===== src/core/tccu_map.vh =====
`ifndef TCCU_MAP_VH
`define TCCU_MAP_VH
// register offsets on the plain port (8-bit address)
`define TCCU_OFS_CTRL 8'h00
`define TCCU_OFS_CNT_LO 8'h01
`define TCCU_OFS_CNT_HI 8'h02
`define TCCU_OFS_CLKSEL 8'h03
`define TCCU_OFS_CH_CTRL 8'h04
`define TCCU_OFS_CH_LO 8'h05
`define TCCU_OFS_CH_HI 8'h06
`define TCCU_OFS_ADC_SEL 8'h07
`define TCCU_OFS_IRQ_STAT 8'h08
`define TCCU_OFS_IRQ_MASK 8'h09
`define TCCU_OFS_PWM_PER_LO 8'h0A
`define TCCU_OFS_PWM_PER_HI 8'h0B
// timer control fields
`define TCCU_CTRL_ON 0
`define TCCU_CTRL_WIDE 1
`define TCCU_CTRL_SYNC 2
`define TCCU_CTRL_PS_LO 4
`define TCCU_CTRL_PS_HI 5
// clock source codes
`define TCCU_CS_FOSC4 4'h0
`define TCCU_CS_FOSC 4'h1
`define TCCU_CS_EXT 4'h2
// channel control fields
`define TCCU_CH_EN 7
`define TCCU_CH_OUT 5
// channel modes
`define TCCU_M_OFF 4'h0
`define TCCU_M_TGLCLR 4'h1
`define TCCU_M_TGL 4'h2
`define TCCU_M_CAP_ANY 4'h3
`define TCCU_M_CAP_FALL 4'h4
`define TCCU_M_CAP_RISE 4'h5
`define TCCU_M_CAP_4 4'h6
`define TCCU_M_CAP_16 4'h7
`define TCCU_M_SET 4'h8
`define TCCU_M_CLR 4'h9
`define TCCU_M_PULSE 4'hA
`define TCCU_M_PULSECLR 4'hB
`define TCCU_M_PWM 4'hF
// interrupt status bits
`define TCCU_IRQ_OVF 0
`define TCCU_IRQ_CH 1
// reset values
`define TCCU_RST_CTRL 8'h00
`define TCCU_RST_CH_CTRL 8'h00
`define TCCU_RST_PWM_PER 16'hFFFF
// compare pulse width in system clocks
`define TCCU_PULSE_CYC 4'h1
`endif


===== src/core/tccu_top.v =====
`timescale 1ns/100ps
`include "tccu_map.vh"
module tccu_top (
  input wire clock_i,
  input wire rst_i,
  input wire [7:0] addr_i,
  input wire [7:0] wdata_i,
  input wire wr_i,
  input wire rd_i,
  output reg [7:0] rdata_o,
  input wire ext_clk_i,
  input wire ch_in_i,
  output reg ch_out_o,
  output wire ch_out_en_o,
  output reg adc_trig_o,
  output wire irq_o
);
  reg [7:0] timer_control;
  reg [3:0] timer_clock_source_select;
  reg [7:0] channel_control;
  reg [15:0] sixteen_bit_counter;
  reg [15:0] ch_value;
  reg [15:0] pwm_period;
  reg adc_sel;
  reg [1:0] irq_stat;
  reg [1:0] irq_mask;
  reg gate_ff;
  reg [2:0] ps_cnt;
  reg [3:0] cap_cnt;
  reg [3:0] pulse_cnt;
  reg [7:0] hi_latch;
  reg [1:0] quarter_cnt;
  // two synchroniser flops per pin, then edge-detect stages; first stage read only by second
  reg ext_s1;
  reg ext_s2;
  reg ext_s3;
  reg ext_s4;
  reg in_s1;
  reg in_s2;
  reg in_s3;
  wire [3:0] mode;
  wire timer_on;
  wire [1:0] ps_sel;
  wire int_clk;
  wire fosc_tick;
  wire tick_src;
  wire ps_done;
  wire tick;
  wire wrap;
  wire match;
  wire rise;
  wire fall;
  wire cap_ev;
  wire cmp_ev;
  wire clr_timer;
  wire ch_event;
  wire wr_lo;
  wire wr_hi;
  wire pwm_wrap;
  wire [1:0] irq_clr;
  reg [2:0] ps_limit;

  assign mode = channel_control[3:0];
  assign timer_on = timer_control[`TCCU_CTRL_ON];
  assign ps_sel = timer_control[`TCCU_CTRL_PS_HI:`TCCU_CTRL_PS_LO];
  assign int_clk = (timer_clock_source_select == `TCCU_CS_FOSC) ||
                   (timer_clock_source_select == `TCCU_CS_FOSC4);
  // fosc/4 is an enable every fourth clock, not a second clock domain
  assign fosc_tick = (timer_clock_source_select == `TCCU_CS_FOSC) | (quarter_cnt == 2'h3);
  // raw mode edge-detects right behind the two pin flops; the synchronised
  // path costs one more clock of latency
  assign tick_src = int_clk ? fosc_tick :
                    (timer_control[`TCCU_CTRL_SYNC] ? (ext_s3 & ~ext_s4) :
                     (ext_s2 & ~ext_s3));

  always @* begin
    case (ps_sel)
      2'b00: ps_limit = 3'h0;
      2'b01: ps_limit = 3'h1;
      2'b10: ps_limit = 3'h3;
      default: ps_limit = 3'h7;
    endcase
  end

  // free running, so the quarter-rate phase never depends on register writes
  always @(posedge clock_i or posedge rst_i) begin
    if (rst_i)
      quarter_cnt <= 2'h0;
    else
      quarter_cnt <= quarter_cnt + 2'h1;
  end

  assign ps_done = (ps_cnt == ps_limit);
  assign tick = timer_on & gate_ff & tick_src & ps_done;
  assign wrap = tick & (sixteen_bit_counter == 16'hFFFF);
  assign match = (sixteen_bit_counter == ch_value);
  assign rise = in_s2 & ~in_s3;
  assign fall = ~in_s2 & in_s3;
  assign wr_lo = wr_i & (addr_i == `TCCU_OFS_CNT_LO);
  assign wr_hi = wr_i & (addr_i == `TCCU_OFS_CNT_HI);
  assign irq_clr = (wr_i && addr_i == `TCCU_OFS_IRQ_STAT) ? wdata_i[1:0] : 2'b00;

  reg cap_hit;
  always @* begin
    cap_hit = 1'b0;
    case (mode)
      `TCCU_M_CAP_ANY: cap_hit = rise | fall;
      `TCCU_M_CAP_FALL: cap_hit = fall;
      `TCCU_M_CAP_RISE: cap_hit = rise;
      `TCCU_M_CAP_4: cap_hit = rise & (cap_cnt[1:0] == 2'h3);
      `TCCU_M_CAP_16: cap_hit = rise & (cap_cnt == 4'hF);
      default: cap_hit = 1'b0;
    endcase
  end

  // compare, clear and capture class decode; codes left out of every case raise no events, but ch_out_en_o still goes high for all of them except TCCU_M_OFF
  reg is_cmp;
  reg is_cmp_clr;
  reg is_cap;
  always @* begin
    is_cmp = 1'b0;
    is_cmp_clr = 1'b0;
    is_cap = 1'b0;
    case (mode)
      `TCCU_M_TGLCLR: begin
        is_cmp = 1'b1;
        is_cmp_clr = 1'b1;
      end
      `TCCU_M_TGL: is_cmp = 1'b1;
      `TCCU_M_SET: is_cmp = 1'b1;
      `TCCU_M_CLR: is_cmp = 1'b1;
      `TCCU_M_PULSE: is_cmp = 1'b1;
      `TCCU_M_PULSECLR: begin
        is_cmp = 1'b1;
        is_cmp_clr = 1'b1;
      end
      `TCCU_M_PWM: is_cmp = 1'b1;
      `TCCU_M_CAP_ANY: is_cap = 1'b1;
      `TCCU_M_CAP_FALL: is_cap = 1'b1;
      `TCCU_M_CAP_RISE: is_cap = 1'b1;
      `TCCU_M_CAP_4: is_cap = 1'b1;
      `TCCU_M_CAP_16: is_cap = 1'b1;
      default: is_cmp = 1'b0;
    endcase
  end

  // compare fires once per timer value, in the clock after the tick that lands on it
  reg cmp_arm;
  assign cap_ev = channel_control[`TCCU_CH_EN] & cap_hit;
  assign cmp_ev = channel_control[`TCCU_CH_EN] & match & cmp_arm & is_cmp;
  // pwm restarts the timer at the period register, so the compare value
  // is free to act as the duty threshold
  assign pwm_wrap = channel_control[`TCCU_CH_EN] & (mode == `TCCU_M_PWM) & tick &
                    (sixteen_bit_counter == pwm_period);
  assign clr_timer = (cmp_ev & is_cmp_clr) | pwm_wrap;
  assign ch_event = cap_ev | cmp_ev;

  always @(posedge clock_i or posedge rst_i) begin
    if (rst_i) begin
      ext_s1 <= 1'b0;
      ext_s2 <= 1'b0;
      ext_s3 <= 1'b0;
      ext_s4 <= 1'b0;
      in_s1 <= 1'b0;
      in_s2 <= 1'b0;
      in_s3 <= 1'b0;
    end else begin
      ext_s1 <= ext_clk_i;
      ext_s2 <= ext_s1;
      ext_s3 <= ext_s2;
      ext_s4 <= ext_s3;
      in_s1 <= ch_in_i;
      in_s2 <= in_s1;
      in_s3 <= in_s2;
    end
  end

  // timer, prescaler, gate flop
  always @(posedge clock_i or posedge rst_i) begin
    if (rst_i) begin
      sixteen_bit_counter <= 16'h0000;
      ps_cnt <= 3'h0;
      gate_ff <= 1'b0;
      cmp_arm <= 1'b1;
    end else begin
      if (!timer_on) begin
        gate_ff <= 1'b0;
        ps_cnt <= 3'h0;
      end else begin
        gate_ff <= 1'b1;
        if (tick_src)
          ps_cnt <= ps_done ? 3'h0 : ps_cnt + 3'h1;
      end
      if (wr_lo)
        sixteen_bit_counter <= {hi_latch, wdata_i};
      else if (clr_timer)
        sixteen_bit_counter <= 16'h0000;
      else if (tick)
        sixteen_bit_counter <= sixteen_bit_counter + 16'h0001;
      cmp_arm <= tick | wr_lo | clr_timer ? 1'b1 : (cmp_ev ? 1'b0 : cmp_arm);
    end
  end

  // channel output and capture
  always @(posedge clock_i or posedge rst_i) begin
    if (rst_i) begin
      ch_out_o <= 1'b0;
      cap_cnt <= 4'h0;
      pulse_cnt <= 4'h0;
      adc_trig_o <= 1'b0;
    end else begin
      adc_trig_o <= ch_event & adc_sel;
      if (mode == `TCCU_M_OFF || !channel_control[`TCCU_CH_EN]) begin
        ch_out_o <= 1'b0;
        cap_cnt <= 4'h0;
        pulse_cnt <= 4'h0;
      end else begin
        if (rise)
          cap_cnt <= cap_cnt + 4'h1;
        if (pulse_cnt != 4'h0) begin
          pulse_cnt <= pulse_cnt - 4'h1;
          if (pulse_cnt == 4'h1)
            ch_out_o <= 1'b0;
        end
        if (mode == `TCCU_M_PWM) begin
          // duty when counter below compare, period wraps via clear
          ch_out_o <= (sixteen_bit_counter < ch_value);
        end else if (cmp_ev) begin
          case (mode)
            `TCCU_M_TGLCLR, `TCCU_M_TGL: ch_out_o <= ~ch_out_o;
            `TCCU_M_SET: ch_out_o <= 1'b1;
            `TCCU_M_CLR: ch_out_o <= 1'b0;
            `TCCU_M_PULSE, `TCCU_M_PULSECLR: begin
              ch_out_o <= 1'b1;
              pulse_cnt <= `TCCU_PULSE_CYC;
            end
            default: ch_out_o <= ch_out_o;
          endcase
        end
      end
    end
  end

  // registers
  always @(posedge clock_i or posedge rst_i) begin
    if (rst_i) begin
      timer_control <= `TCCU_RST_CTRL;
      timer_clock_source_select <= `TCCU_CS_FOSC4;
      channel_control <= `TCCU_RST_CH_CTRL;
      ch_value <= 16'h0000;
      pwm_period <= `TCCU_RST_PWM_PER;
      adc_sel <= 1'b0;
      irq_stat <= 2'b00;
      irq_mask <= 2'b00;
      hi_latch <= 8'h00;
    end else begin
      if (wr_i) begin
        case (addr_i)
          `TCCU_OFS_CTRL: timer_control <= wdata_i & 8'h37;
          `TCCU_OFS_CNT_HI: hi_latch <= wdata_i;
          `TCCU_OFS_CLKSEL: timer_clock_source_select <= wdata_i[3:0];
          `TCCU_OFS_CH_CTRL: channel_control <= {wdata_i[7], 2'b00, wdata_i[4], wdata_i[3:0]};
          `TCCU_OFS_CH_LO: ch_value[7:0] <= wdata_i;
          `TCCU_OFS_CH_HI: ch_value[15:8] <= wdata_i;
          `TCCU_OFS_ADC_SEL: adc_sel <= wdata_i[0];
          `TCCU_OFS_IRQ_MASK: irq_mask <= wdata_i[1:0];
          `TCCU_OFS_PWM_PER_LO: pwm_period[7:0] <= wdata_i;
          `TCCU_OFS_PWM_PER_HI: pwm_period[15:8] <= wdata_i;
          default: hi_latch <= hi_latch;
        endcase
      end
      if (rd_i && addr_i == `TCCU_OFS_CNT_LO)
        hi_latch <= sixteen_bit_counter[15:8];
      if (mode == `TCCU_M_OFF)
        ch_value <= wr_i && addr_i == `TCCU_OFS_CH_LO ? {ch_value[15:8], wdata_i} :
                    wr_i && addr_i == `TCCU_OFS_CH_HI ? {wdata_i, ch_value[7:0]} :
                    ch_value;
      else if (cap_ev)
        ch_value <= sixteen_bit_counter;
      // set wins over a write-one clear
      irq_stat <= (irq_stat & ~irq_clr) | {ch_event, wrap};
    end
  end

  assign irq_o = |(irq_stat & irq_mask);
  assign ch_out_en_o = channel_control[`TCCU_CH_EN] & (mode != `TCCU_M_OFF) & ~is_cap;

  always @(posedge clock_i or posedge rst_i) begin
    if (rst_i)
      rdata_o <= 8'h00;
    else if (rd_i) begin
      case (addr_i)
        `TCCU_OFS_CTRL: rdata_o <= timer_control;
        `TCCU_OFS_CNT_LO: rdata_o <= sixteen_bit_counter[7:0];
        `TCCU_OFS_CNT_HI: rdata_o <= timer_control[`TCCU_CTRL_WIDE] ? hi_latch :
                                      sixteen_bit_counter[15:8];
        `TCCU_OFS_CLKSEL: rdata_o <= {4'h0, timer_clock_source_select};
        `TCCU_OFS_CH_CTRL: rdata_o <= {channel_control[7], 1'b0, ch_out_o,
                                       channel_control[4:0]};
        `TCCU_OFS_CH_LO: rdata_o <= ch_value[7:0];
        `TCCU_OFS_CH_HI: rdata_o <= ch_value[15:8];
        `TCCU_OFS_ADC_SEL: rdata_o <= {7'h00, adc_sel};
        `TCCU_OFS_IRQ_STAT: rdata_o <= {6'h00, irq_stat};
        `TCCU_OFS_IRQ_MASK: rdata_o <= {6'h00, irq_mask};
        `TCCU_OFS_PWM_PER_LO: rdata_o <= pwm_period[7:0];
        `TCCU_OFS_PWM_PER_HI: rdata_o <= pwm_period[15:8];
        default: rdata_o <= 8'h00;
      endcase
    end else
      rdata_o <= 8'h00;
  end
endmodule // tccu_top


===== config.mk =====
export PLATFORM = sky130hd
export DESIGN_NAME = tccu_top
export DESIGN_NICKNAME = d
export VERILOG_FILES = /design/src/core/tccu_top.v
export VERILOG_INCLUDE_DIRS = /design/src /design/src/core
export SDC_FILE = /design/constraint.sdc
export NUM_CORES = 1
export LEC_CHECK = 0
export ABC_CLOCK_PERIOD_IN_PS = 4800
export BUFFER_PORTS_ARGS = -buffer_cell sky130_fd_sc_hd__clkbuf_2
export CORE_MARGIN = 3
export CORE_UTILIZATION = 42
export CTS_CLUSTER_DIAMETER = 80
export DETAILED_ROUTE_END_ITERATION = 10
export PLACE_DENSITY_LB_ADDON = 0.1
export SYNTH_ARGS = -nofsm -noshare
export SYNTH_HDL_FRONTEND = slang
export SYNTH_SLANG_ARGS = --single-unit

===== constraint.sdc =====
create_clock -name clock_i -period 4.8 [get_ports clock_i]
set_clock_uncertainty 0.15 [all_clocks]
set_input_delay 0.72 -clock clock_i [delete_from_list [all_inputs] [get_ports clock_i]]
set_output_delay 0.72 -clock clock_i [all_outputs]
set_load 0.02 [all_outputs]

# After elaboration in Yosys (flattened, before gate mapping)
# Index checks and enable logic that the tools add are counted.
totals:
  register_bits: 108
  in_bits: 22
  output_inout_bits: 12
  word_cells: 195
op_classes:
  add_sub_neg: 5
  n_lt_le_gt_ge: 1
  eq_ne: 39
  mux: 43
  bitwise_logic: 38
  n_reduce_logical: 41
op_table:
  columns: ["cell", "count"]
  rows:
  - ["16-bit two-way mux", 8]
  - ["8-bit one-hot mux with 12 select lines", 1]
  - ["8-bit two-way mux", 7]
  - ["16-bit == test", 2]
  - ["8-bit by 3-bit == test with 1-bit output (second input constant)", 4]
  - ["8-bit by 4-bit == test with 1-bit output (second input constant)", 4]
  - ["4-bit two-way mux", 7]
  - ["4-bit == test (second input constant)", 6]
  - ["1-bit AND", 22]
  - ["16-bit by 1-bit adder with 16-bit output (second input constant)", 1]
  - ["16-bit == test (second input constant)", 1]
  - ["4-bit by 3-bit == test with 1-bit output (second input constant)", 4]
  - ["8-bit by 2-bit == test with 1-bit output (second input constant)", 2]
  - ["16-bit less-than comparator", 1]
  - ["2-bit AND reduction", 8]
  - ["4-bit nonzero test", 4]
  - ["1-bit two-way mux", 13]
  - ["4-bit by 1-bit == test with 1-bit output (second input constant)", 3]
  - ["3-bit nonzero test", 4]
  - ["3-bit two-way mux", 3]
  - ["3-bit one-hot mux with 3 select lines", 1]
  - ["4-bit by 2-bit == test with 1-bit output (second input constant)", 2]
  - ["8-bit by 1-bit == test with 1-bit output (second input constant)", 1]
  - ["4-bit logical NOT", 2]
  - ["30 further kinds", 56]

# Longest topological paths before layout
# Gate-level depths: netlist of the first run.
depth:
  ltp_word: 11
  depth_mapped: 10
  depth_no_buf: 8

# Least setup slack after synthesis of the first run
# Ideal clock, no wire load.
synth_timing:
  kind: "input -> register"
  start: "in addr_i[5]"
  end: "reg ch_value[15]"
  setup_ns: 0.125
  arrival_time_ns: 2.439
  t_required_ns: 4.525
  setup_slack_ns: 2.086
  path_stages: 7
  n_path_buf: 2
  cell_sequence: "or4_4 -> buf_6 -> or3_1 -> buf_6 -> o311ai_1 -> o21ai_1 -> mux2_2"
synth_via:
  elab_chain_len: 4
  word_cells_on_any_way: 8
  classes_between: "4 x eq/ne; 4 x reduce/logical"
synth_rtl:
  columns: ["element", "line_no", "rtl"]
  rows:
  - ["start: declaration", "tccu_top.v:6", "input wire [7:0] addr_i,"]
  - ["8-bit by 3-bit == test with 1-bit output (on tied branches)", null, null]
  - ["1-bit logical AND (no source line)", null, null]
  - ["2-bit by 1-bit inequality test with 1-bit output (no source line) / 2-bit inequality test (equally long branches)", null, null]
  - ["4-bit AND reduction (no source line) *", null, null]
  - ["end signal: assignment", "tccu_top.v:264", "`TCCU_OFS_CH_HI: ch_value[15:8] <= wdata_i;"]
  - ["end signal: assignment", "tccu_top.v:275", "ch_value <= wr_i && addr_i == `TCCU_OFS_CH_LO ? {ch_value[15:8], wdata_i} :"]
  - ["end signal: assignment", "tccu_top.v:279", "ch_value <= sixteen_bit_counter;"]
  - ["end: declaration", "tccu_top.v:22", "reg [15:0] ch_value;"]
# Mark *: on every way between the ends. The rest lies on a longest branch, timed or not.
# A chain may end at the register's enable or synchronous reset.

# Final worst setup path of the first run
layout_timing:
  start: "reg channel_control[2]"
  end: "reg sixteen_bit_counter[12]"
layout_via:
  elab_chain_len: 8
  word_cells_on_any_way: 20
  classes_between: "7 x eq/ne; 4 x mux; 6 x bitwise; 3 x reduce/logical"
layout_rtl:
  columns: ["element", "line_no", "rtl"]
  rows:
  - ["start: declaration", "tccu_top.v:20", "reg [7:0] channel_control;"]
  - ["start signal: assignment", "tccu_top.v:249", "channel_control <= `TCCU_RST_CH_CTRL;"]
  - ["start signal: assignment", "tccu_top.v:262", "`TCCU_OFS_CH_CTRL: channel_control <= {wdata_i[7], 2'b00, wdata_i[4], wdata_i[3:0]};"]
  - ["4-bit == test (tied with other cells)", "tccu_top.v:124", "case (mode)"]
  - ["7-bit OR reduction (no source line)", null, null]
  - ["1-bit two-way mux", "tccu_top.v:124", null]
  - ["1-bit AND", "tccu_top.v:150", "assign cmp_ev = channel_control[`TCCU_CH_EN] & match & cmp_arm & is_cmp;"]
  - ["1-bit AND", "tccu_top.v:155", "assign clr_timer = (cmp_ev & is_cmp_clr) | pwm_wrap;"]
  - ["1-bit OR *", "tccu_top.v:155", null]
  - ["16-bit two-way mux", "tccu_top.v:196", "else if (clr_timer)"]
  - ["16-bit two-way mux", "tccu_top.v:194", "if (wr_lo)"]
  - ["end signal: assignment", "tccu_top.v:195", "sixteen_bit_counter <= {hi_latch, wdata_i};"]
  - ["end signal: assignment", "tccu_top.v:199", "sixteen_bit_counter <= sixteen_bit_counter + 16'h0001;"]
  - ["end: declaration", "tccu_top.v:21", "reg [15:0] sixteen_bit_counter;"]
# Marks and branches as above.

==> metrics.md, run 1 <==
| Metric | Value |
|---|---|
| Status | `complete, no violations` |
| Full die area | `17040 um2` |
| Crit-path cells | `and4_1, nand2_1, nor2_1, nand4_1, o21ai_0, o21ai_0` |
| Post-CTS sizing | `0` |
| Number of synthesized register bits | `108` |
| Num ports | `34` |
| Most frequent cells in the layout | `dfrtp_1, nand2_1, nor2_1` |
| H-tree Lvls | `3` |
| Cell variety after synth | `73` |
| CP max stage cell | `nand4_1` |
| First-pass GRT wire length | `30330 um` |
| 1st-pass router iterations | `5` |
| Share of cells above drive strength 1 | `0.1821` |
| Critical path buffers and inverters | `0` |
| Crit path from | `channel_control[2]$_DFFE_PP0P_` |
| DP Area | `6756 um2` |
| Peak VDD IR | `0.1778 mV` |
| DRT Wirelength | `19590 um` |
| CTS tree | `yes` |
| Most frequent CP cell | `o21ai_0` |
| Most common cell after layout, fill and taps aside | `dfrtp_1` |
| Min-delay worst type | `register to register` |
| CP max FO | `20` |
| CTS Sinks | `108` |
| Number of global-route vias before repair | `5042` |
| Die H | `130.5 um` |
| Period utilization | `0.6279` |
| CORE AREA | `14860 um2` |
| CP Class | `register to register` |
| Async SR Flop Fraction | `1.000` |
| Global placement routability congestion | `0.9332` |
| Grt ovf | `0` |
| Yosys warns | `0` |
| Cell count after synthesis | `684` |
| FILL cells | `1443` |
| Clk buf depth | `2` |
| Worst Path Arrival | `3.09 ns` |
| Sequential-to-total area share from yosys stat | `0.4182` |
| Starting DRT DRC Count | `466` |
| Max Slew Vio Count | `0` |
| Final worst path period need | `3.014 ns` |
| Post-synth EDFFs | `0` |
| Avg Inst Size Synth | `9.523 um2` |
| Leakage power | `3.102 nW` |
| Reg2reg start | `channel_control[2]$_DFFE_PP0P_` |
| DRC Markers | `0` |
| Cell area after layout | `7043 um2` |
| IO buf count | `33` |
| Unrepaired setup endpoints after global routing | `no` |
| Setup tns final | `0 ns` |
| Yosys top cell area share | `0.3496` |
| Startpoint types | `register` |
| Area leader, netlist | `dfrtp_1` |
| FMAX | `331.8 MHz` |
| WL per Instance | `22.36 um` |
| Synthesized area | `6514 um2` |
| # Max-Cap Violations | `0` |
| Count of final setup violators | `0` |
| DP Wirelength | `14100 um` |
| Tot GR Track Use | `0.2383` |
| Final Hold Fails | `0` |
| Required @ worst endpoint | `4.88 ns` |
| # diodes | `0` |
| Post-CTS setup buffer count | `0` |
| Final net count | `733` |
| Antenna-violating nets left | `0` |
| Layout area overhead | `8.125%` |
| Main area contributors after synthesis | `dfrtp_1, dfstp_2, mux2_2, mux2i_1, ha_1` |
| Row cnt | `44` |
| Vias/cell | `5.999` |
| Vias | `5255` |
| Primary FF master, synth | `dfrtp_1` |
| Die X | `130.5 um` |
| CTS root buffer | `clkbuf_16` |
| Initial antenna violation count | `0` |
| Clk_lat worst skew | `0.36 ns` |
| Top Family by Delay on Critical Path | `simple AND/OR/NAND/NOR gates` |
| Clk pin slew, worst setup/hold paths | `0.07 ns` |
| Worst Tran Pin Value | `0.9518 ns` |
| Syn nets | `730` |
| CP endpoint kind | `register` |
| Hold_sp | `in_s1$_DFF_PP0_` |
| Relative slew slack | `0.3655` |
| PwrDens | `270.4 nW/um2` |
| Largest net degree at the start of global routing | `76` |
| CTS Buf Count | `9` |
| Hold_buf cts | `0` |
| Delay of the slowest critical-path stage | `0.72 ns` |
| Initial Util | `0.4382` |
[synth_stat cells (3+ instances only)]
cell	number
dfstp_2	17
xnor2_1	10
or3_1	6
a32oi_1	8
o22ai_1	7
buf_2	5
mux2i_1	41
nand3_1	17
clkbuf_1	36
and3_1	5
mux2_2	37
xor2_1	15
a21oi_1	29
nor3b_1	3
nor2b_1	9
a21o_1	5
a22oi_1	7
a221oi_1	8
ha_1	24
nand4_1	9
nand2b_1	5
o21a_1	4
nor4_1	7
nand2_1	65
a211oi_1	3
nor3_1	17
dfrtp_1	91
inv_1	35
nor2_1	48
and2_1	4
or4_1	3
o211ai_1	3
o21ai_0	42
a31oi_1	14
[metrics by stage]
stage | power (W) | setup slack (ns) | hold slack [ns] | utilization | instances
6_report | 0.001905 | 1.786 | 0.2032 | 0.4738 | 876
5_1_grt | 0.001975 | 1.519 | 0.2278 | 0.4738 | 876
4_1_cts | 0.001916 | 1.866 | 0.2039 | 0.4738 | 876
3_5_place_dp | 0.001187 | 1.551 | 0.1871 | 0.4545 | 860
2_1_floorplan | 0.001114 | 1.113 | 0.1812 | - | 684
3_3_place_gp | 0.001184 | 1.589 | 0.1837 | 0.4545 | 860
[final cells by class]
cell class	instances	area (um2)	area share
clock buffer	11	252.7	0.03589
clock inverter	5	33.78	0.004797
inverter	35	133.9	0.01901
multi-input combinational	494	3458	0.4910
sequential	108	2724	0.3867
tap	184	230.2	0.03269
timing repair buffer	39	210.2	0.02985
[registers in the layout (all words and copies together), names as in the netlist, 2 cells and up]
| signal | count |
|---|---|
| pwm_period | 16 |
| irq_stat | 2 |
| sixteen_bit_counter | 16 |
| cap_cnt | 4 |
| timer_clock_source_select | 4 |
| channel_control | 6 |
| pulse_cnt | 4 |
| rdata_o | 8 |
| ps_cnt | 3 |
| irq_mask | 2 |
| ch_value | 16 |
| quarter_cnt | 2 |
| timer_control | 5 |
| hi_latch | 8 |
[cells by family after synthesis]
family / synth area share
simple gates: 0.1717
mux: 0.1270
compound gates: 0.1519
buf+inv: 0.05148
fa+ha+maj: 0.04610
xor+xnor: 0.03362
flops: 0.4182
[final timing paths]
check | endpoint | slack (ns) | cells past startpoint
hold reg to reg | in_s2$_DFF_PP0_ | 0.20 | 0
setup / recovery | sixteen_bit_counter[12]$_DFFE_PP0P_ | 1.79 | 6
max in group asynchronous | ext_s4$_DFF_PP0_ | 3.10 | 3
hold / removal | in_s2$_DFF_PP0_ | 0.20 | 0
min in group asynchronous | cap_cnt[0]$_DFFE_PP0P_ | 0.40 | 2
setup reg to reg | sixteen_bit_counter[12]$_DFFE_PP0P_ | 1.79 | 6
[report_power, final]
part | total (W) | switching [W] | internal, W | leakage [nW]
Clock | 0.000735 | 0.000352 | 0.000382 | 0.146
Sequential | 0.000993 | 0.0000457 | 0.000947 | 1.34
Combinational | 0.000177 | 0.000111 | 0.0000655 | 1.62
Total | 0.00190 | 0.000510 | 0.00140 | 3.10
[per-layer routing]
| layer | vias up | routed length, um | global-route usage |
|---|---|---|---|
| met5 | - | 0 | 0 |
| met4 | 0 | 315 | 0.07139 |
| met3 | 20 | 1209 | 0.03577 |
| met2 | 189 | 8946 | 0.3750 |
| met1 | 2579 | 9114 | 0.3413 |
| li1 | 2467 | - | - |
(Power assumes the default switching activity.)
==> inputs of run 2 (changes only) <==
--- a/config.mk
+++ b/config.mk
@@ -6,7 +6,7 @@
 export SDC_FILE = /design/constraint.sdc
 export NUM_CORES = 1
 export LEC_CHECK = 0
-export ABC_CLOCK_PERIOD_IN_PS = 4800
+export ABC_CLOCK_PERIOD_IN_PS = 2800
 export BUFFER_PORTS_ARGS = -buffer_cell sky130_fd_sc_hd__clkbuf_2
 export CORE_MARGIN = 3
 export CORE_UTILIZATION = 42
==> constraint.sdc (replaced) <==
create_clock -name clock_i -period 2.8 [get_ports clock_i]
set_clock_uncertainty 0.15 [all_clocks]
set_input_delay 0.42 -clock clock_i [delete_from_list [all_inputs] [get_ports clock_i]]
set_output_delay 0.42 -clock clock_i [all_outputs]
set_load 0.02 [all_outputs]
==> run 2 against run 1 <==
Largest power group unchanged. Flip-flop and latch count stayed put. Clock-buffer cell count is 2 lower. Worst hold slack worse by 0.20 ns. First-iteration DRC count is 14% higher. Highest routed layer unchanged. Final area is 5.4% higher. Power is 75% higher. Sequential power is 70% higher.
==> metrics.md, run 2 (synthesized netlist as in run 1, its figures left out) <==
| Metric | Value |
|---|---|
| Global placement routability congestion | `0.9490 (+1.7%)` |
| Status | `complete, no violations` |
| CP max stage cell | `or3b_2` |
| IO buf count | `33 (unchanged)` |
| Period utilization | `0.9306 (+0.3026)` |
| R2r setup slk | `0.19 ns (-1.59 ns)` |
| Most frequent cells in the layout | `dfrtp_1, nand2_1, buf_4` |
| WL per Instance | `22.11 um (-1.1%)` |
| Delay of the slowest critical-path stage | `0.47 ns (-0.25 ns)` |
| Crit path from | `timer_control[2]$_DFFE_PP0P_` |
| Crit-path cells | `or3b_2, o211ai_1, nand4_2, buf_4, o211a_1, a31oi_1, o22ai_1` |
| Unrepaired setup endpoints after global routing | `no` |
| R2R cell count | `7 (+1)` |
| Number of global-route vias before repair | `5346 (+6.0%)` |
| # diodes | `0 (unchanged)` |
| Starting DRT DRC Count | `530 (+14%)` |
| Startpoint types | `register` |
| CP max FO | `13 (-35%)` |
| Antenna-violating nets left | `0 (unchanged)` |
| First-pass GRT wire length | `31680 um (+4.5%)` |
| Post-CTS setup buffer count | `0 (unchanged)` |
| Largest net degree at the start of global routing | `109 (+43%)` |
| Most common cell after layout, fill and taps aside | `dfrtp_1` |
| CTS Sinks | `108 (unchanged)` |
| Final Hold Fails | `0 (unchanged)` |
| Die X | `130.5 um (unchanged)` |
| Final worst path period need | `2.606 ns (-0.4085 ns)` |
| Share of cells above drive strength 1 | `0.2327 (+0.05067)` |
| CP endpoint kind | `register` |
| Leakage power | `3.339 nW (+7.6%)` |
| PwrDens | `449.7 nW/um2 (+66%)` |
| Reg2reg start | `timer_control[2]$_DFFE_PP0P_` |
| Final net count | `780 (+6.4%)` |
| Initial Util | `0.4382 (unchanged)` |
| Full die area | `17040 um2 (unchanged)` |
| Clk buf depth | `2 (unchanged)` |
| CTS root buffer | `clkbuf_16` |
| Relative slew slack | `0.5847 (+0.2192)` |
| CP Class | `register to register` |
| DP Area | `7108 um2 (+5.2%)` |
| Count of final setup violators | `0 (unchanged)` |
| Min-delay worst type | `primary input to async pin` |
| Layout area overhead | `13.93%` |
| # Max-Cap Violations | `0 (unchanged)` |
| FMAX | `383.8 MHz (+16%)` |
| Cell area after layout | `7421 um2 (+5.4%)` |
| Hold slack | `0.002006 ns (-0.2012 ns)` |
| Num ports | `34 (unchanged)` |
| Initial antenna violation count | `0 (unchanged)` |
| Grt ovf | `0 (unchanged)` |
| CTS tree | `yes` |
| DRT Wirelength | `20410 um (+4.2%)` |
| CORE AREA | `14860 um2 (unchanged)` |
| CP endpoint | `sixteen_bit_counter[6]$_DFFE_PP0P_` |
| Clk_lat worst skew | `0.37 ns (about the same)` |
| Peak VDD IR | `0.3018 mV (+70%)` |
| Die H | `130.5 um (unchanged)` |
| DRC Markers | `0 (unchanged)` |
| Top Registers | `ch_value (16), pwm_period (16), sixteen_bit_counter (16)` |
| Tot GR Track Use | `0.2474 (+0.009137)` |
| 1st-pass router iterations | `5 (unchanged)` |
| Worst Path Arrival | `2.68 ns (-0.41 ns)` |
| Vias | `5534 (+5.3%)` |
| Clk pin slew, worst setup/hold paths | `0.08 ns (about the same)` |
| Reg-to-Reg End | `sixteen_bit_counter[6]$_DFFE_PP0P_` |
| Required @ worst endpoint | `2.88 ns (-2.00 ns)` |
| Max Slew Vio Count | `0 (unchanged)` |
| H-tree Lvls | `3 (unchanged)` |
| DP Wirelength | `15020 um (+6.5%)` |
| Vias/cell | `5.996 (about the same)` |
| CTS Buf Count | `9 (unchanged)` |
| Setup tns final | `0 ns (unchanged)` |
| Worst Tran Pin Value | `0.6230 ns (-0.3287 ns)` |
| FILL cells | `1395 (-3.3%)` |
| Row cnt | `44 (unchanged)` |
run 2: worst max-delay path: cells and delay by family (launching register included):
family | cells | cell delay (ns)
and+or+nand+nor | 2 | 0.76
DFF | 1 | 0.41
AOI/OAI and AO/OA | 4 | 0.89
buffers and inverters | 1 | 0.24
run 2: worst min path at each step:
stage | from | end | slack (ns)
2_1_floorplan | ext_s1$_DFF_PP0_ | ext_s2$_DFF_PP0_ | 0.18
3_3_place_gp | ext_s1$_DFF_PP0_ | ext_s2$_DFF_PP0_ | 0.18
3_5_place_dp | ext_s1$_DFF_PP0_ | ext_s2$_DFF_PP0_ | 0.19
4_1_cts | rst_i | cap_cnt[0]$_DFFE_PP0P_ | 0.08
5_1_grt | rst_i | cap_cnt[0]$_DFFE_PP0P_ | 0.08
6_report | rst_i | cap_cnt[0]$_DFFE_PP0P_ | 0.002
run 2: power breakdown:
group	internal (W)	switching, W	total (W)
Combinational	0.000133	0.000218	0.000352
Sequential	0.00162	0.0000660	0.00169
Clock	0.000629	0.000666	0.00130
run 2: layer usage:
layer / part of all wire / track usage / routed length [um]
met5: 0 / 0 / 0
met4: 0.039 / 0.09982 / 796
met3: 0.057 / 0.04350 / 1173
met2: 0.44 / 0.3720 / 8982
met1: 0.46 / 0.3540 / 9460
run 2: final cells by class:
type	count	area (um2)	area share
inverter	35	135.1	0.01821
clock inverter	7	63.81	0.008599
timing repair buffer	86	580.6	0.07823
sequential	108	2724	0.3671
clock buffer	9	225.2	0.03035
tap	184	230.2	0.03102
multi-input combinational	494	3462	0.4665
run 2: repair_timing:
| action | CTS | global route |
|---|---|---|
| endpoints found under the setup margin | 0 | 1 |
| hold buffers | 2 | 0 |
| endpoints found under the hold margin | 2 | 0 |
| gates resized for setup | 0 | 1 |
run 2: per-stage QoR:
| step | setup WS, ns | instances | utilization | total power [W] |
|---|---|---|---|---|
| 4_1_cts | 0.08787 | 923 | 0.4990 | 0.003367 |
| 6_report | 0.1945 | 923 | 0.4992 | 0.003337 |
| 3_5_place_dp | 0.07868 | 905 | 0.4782 | 0.002066 |
| 2_1_floorplan | 0.3164 | 684 | - | 0.001910 |
| 5_1_grt | 0.01522 | 923 | 0.4992 | 0.003462 |
| 3_3_place_gp | 0.08957 | 905 | 0.4782 | 0.002056 |
==> inputs of run 3 (changes only) <==
--- a/config.mk
+++ b/config.mk
@@ -7,12 +7,14 @@
 export NUM_CORES = 1
 export LEC_CHECK = 0
 export ABC_CLOCK_PERIOD_IN_PS = 2800
-export BUFFER_PORTS_ARGS = -buffer_cell sky130_fd_sc_hd__clkbuf_2
 export CORE_MARGIN = 3
 export CORE_UTILIZATION = 42
 export CTS_CLUSTER_DIAMETER = 80
 export DETAILED_ROUTE_END_ITERATION = 10
+export DONT_BUFFER_PORTS = 1
+export GPL_ROUTABILITY_DRIVEN = 0
 export PLACE_DENSITY_LB_ADDON = 0.1
+export SKIP_LAST_GASP = 1
 export SYNTH_ARGS = -nofsm -noshare
 export SYNTH_HDL_FRONTEND = slang
 export SYNTH_SLANG_ARGS = --single-unit
==> run 3 against run 2 <==
Maximum frequency down 0.76%. Sequential power about the same. Clock power about the same. First-iteration DRC count up 11%. Wire length up 0.78%. Core utilization down 1.5 points.
==> metrics.md, run 3 (synthesized netlist as in run 1, its figures left out) <==
| Metric | Value |
|---|---|
| Status | `complete, no violations` |
| CP endpoint kind | `register` |
| Initial antenna violation count | `0 (unchanged)` |
| Most frequent CP cell | `buf_4` |
| # diodes | `0 (unchanged)` |
| Delay of the slowest critical-path stage | `0.40 ns (-0.07 ns)` |
| Hold slack | `0.05239 ns (+0.05038 ns)` |
| Period utilization | `0.9377 (+0.007108)` |
| Most frequent cells in the layout | `dfrtp_1, nand2_1, nor2_1` |
| Comb pwr share | `0.088 (-0.017)` |
| Clock power frac | `0.394 (+0.006)` |
| Vias | `5387 (-2.7%)` |
| Max Slew Vio Count | `0 (unchanged)` |
| Die H | `130.5 um (unchanged)` |
| Crit-path cells | `inv_1, ha_1, nand4_1, nor3_1, buf_4, nor3b_2, buf_4, o21ai_0, mux2_2, o22ai_1` |
| Layout area overhead | `10.56%` |
| Switch Pwr | `0.0008871 W (-6.7%)` |
| CTS root buffer | `clkbuf_16` |
| Vias/cell | `6.122 (+2.1%)` |
| Die X | `130.5 um (unchanged)` |
| Worst Path Arrival | `2.76 ns (+0.08 ns)` |
| Post-CTS setup buffer count | `0 (unchanged)` |
| Clk_lat worst skew | `0.36 ns (about the same)` |
| Final net count | `737 (-5.5%)` |
| DRT Wirelength | `20570 um (+0.78%)` |
| DP Wirelength | `14830 um (-1.3%)` |
| # Max-Cap Violations | `0 (unchanged)` |
| Cell area after layout | `7202 um2 (-3.0%)` |
| DP Area | `6873 um2 (-3.3%)` |
| CTS Buf Count | `9 (unchanged)` |
| Grt ovf | `0 (unchanged)` |
| Antenna-violating nets left | `0 (unchanged)` |
| PwrDens | `452.2 nW/um2 (+0.56%)` |
| DRC Markers | `0 (unchanged)` |
| Final worst path period need | `2.625 ns (+0.01990 ns)` |
| Full die area | `17040 um2 (unchanged)` |
| H-tree Lvls | `3 (unchanged)` |
| 1st-pass router iterations | `6 (+1)` |
| Starting DRT DRC Count | `588 (+11%)` |
| Critical path buffers and inverters | `3 (+2)` |
| Min-delay worst type | `primary input to register` |
| Row cnt | `44 (unchanged)` |
| Tot GR Track Use | `0.2482 (+0.0007735)` |
| FMAX | `380.9 MHz (-0.76%)` |
| Share of cells above drive strength 1 | `0.1839 (-0.04884)` |
| CP max stage cell | `dfrtp_1` |
| Clk pin slew, worst setup/hold paths | `0.08 ns (about the same)` |
| Power Internal | `0.002370 W (-0.70%)` |
| Peak VDD IR | `0.2786 mV (-7.7%)` |
| Clk buf depth | `2 (unchanged)` |
| Unrepaired setup endpoints after global routing | `no` |
| Number of global-route vias before repair | `5140 (-3.9%)` |
| Largest net degree at the start of global routing | `43 (-61%)` |
| Setup tns final | `0 ns (unchanged)` |
| Worst Tran Pin Value | `0.6548 ns (+0.03178 ns)` |
| CTS Sinks | `108 (unchanged)` |
| Fraction of power spent switching nets | `0.2724 (-0.01254)` |
| Num ports | `34 (unchanged)` |
| Initial Util | `0.4382 (unchanged)` |
| Relative slew slack | `0.5626 (-0.02210)` |
| Top Family by Delay on Critical Path | `simple AND/OR/NAND/NOR gates` |
| Sequential group share of total power | `0.518 (+0.012)` |
| Most common cell after layout, fill and taps aside | `dfrtp_1` |
| Count of final setup violators | `0 (unchanged)` |
| Leakage power | `3.143 nW (-5.9%)` |
| Overall power | `0.003257 W (-2.4%)` |
| CP max FO | `3 (-10)` |
| CP Class | `register to register` |
| CORE AREA | `14860 um2 (unchanged)` |
| WL per Instance | `23.38 um (+5.7%)` |
| IO buf count | `0 (-100%)` |
| CTS tree | `yes` |
| First-pass GRT wire length | `31630 um (-0.17%)` |
| Startpoint types | `register` |
| Top Registers | `ch_value (16), pwm_period (16), sixteen_bit_counter (16)` |
| Final Hold Fails | `0 (unchanged)` |
| Required @ worst endpoint | `2.94 ns (+0.06 ns)` |
## run 3: cell count changes in the layout (fill, tap and decap cells not counted)
cell,previous run,this run
clkbuf_2,33,0
buf_4,50,38
clkinvlp_4,1,3
a21oi_1,27,28
a21oi_2,2,1
buf_12,1,2
clkinv_4,1,0
clkinv_8,0,1
dlygate4sd3_1,2,3
inv_4,1,0
inv_8,2,1
nor3b_1,3,2
nor3b_2,0,1
## run 3: power by group through the flow
stage	clock network [W]	registers [W]	logic, W
2_1_floorplan	0	0.00169	0.000224
3_3_place_gp	0	0.00171	0.000276
3_5_place_dp	0	0.00171	0.000280
4_1_cts	0.00131	0.00168	0.000286
5_1_grt	0.00138	0.00169	0.000320
6_report	0.00128	0.00169	0.000286
## run 3: what timing repair did
action	in CTS	in global routing
gates resized for setup	0	1
hold endpoints to repair	26	0
hold buffers	3	0
setup endpoints to repair	0	2
## run 3: final timing paths
| check | startpoint | end | slack [ns] | depth (start not counted) |
|---|---|---|---|---|
| min in group asynchronous | rst_i | cap_cnt[0]$_DFFE_PP0P_ | 0.47 | 2 |
| max in group asynchronous | rst_i | pwm_period[11]$_DFFE_PP1P_ | 1.24 | 3 |
| setup reg to reg | ch_value[13]$_DFFE_PP0P_ | ch_out_o$_DFFE_PP0P_ | 0.17 | 10 |
| hold reg to reg | in_s1$_DFF_PP0_ | in_s2$_DFF_PP0_ | 0.20 | 0 |
| hold / removal | wdata_i[2] | pwm_period[10]$_DFFE_PP1P_ | 0.05 | 1 |
| setup / recovery | ch_value[13]$_DFFE_PP0P_ | ch_out_o$_DFFE_PP0P_ | 0.17 | 10 |
## run 3: cell type report
class | count | area (um2)
Timing Repair Buffer | 43 | 355.3
Sequential cell | 108 | 2724
Inverter | 35 | 135.1
Tap cell | 184 | 230.2
Clock buffer | 9 | 225.2
Fill cell | 1403 | 7662
Multi-Input combinational cell | 494 | 3463
Clock inverter | 7 | 68.82
## run 3: through the flow
stage,util,worst slack [ns],std cells
3_5_place_dp,0.4624,0.1434,861
3_3_place_gp,0.4624,0.2582,861
4_1_cts,0.4842,0.1169,880
2_1_floorplan,-,0.3164,684
6_report,0.4845,0.1746,880
5_1_grt,0.4845,0.01724,880
## run 3: per-layer routing
metal / share of wire / global-route usage / vias up / routed length, um
li1: - / - / 2470 / -
met1: 0.46 / 0.3651 / 2660 / 9409
met2: 0.44 / 0.3735 / 224 / 9141
met3: 0.077 / 0.05569 / 33 / 1584
met4: 0.021 / 0.05687 / 0 / 437
met5: 0 / 0 / - / 0
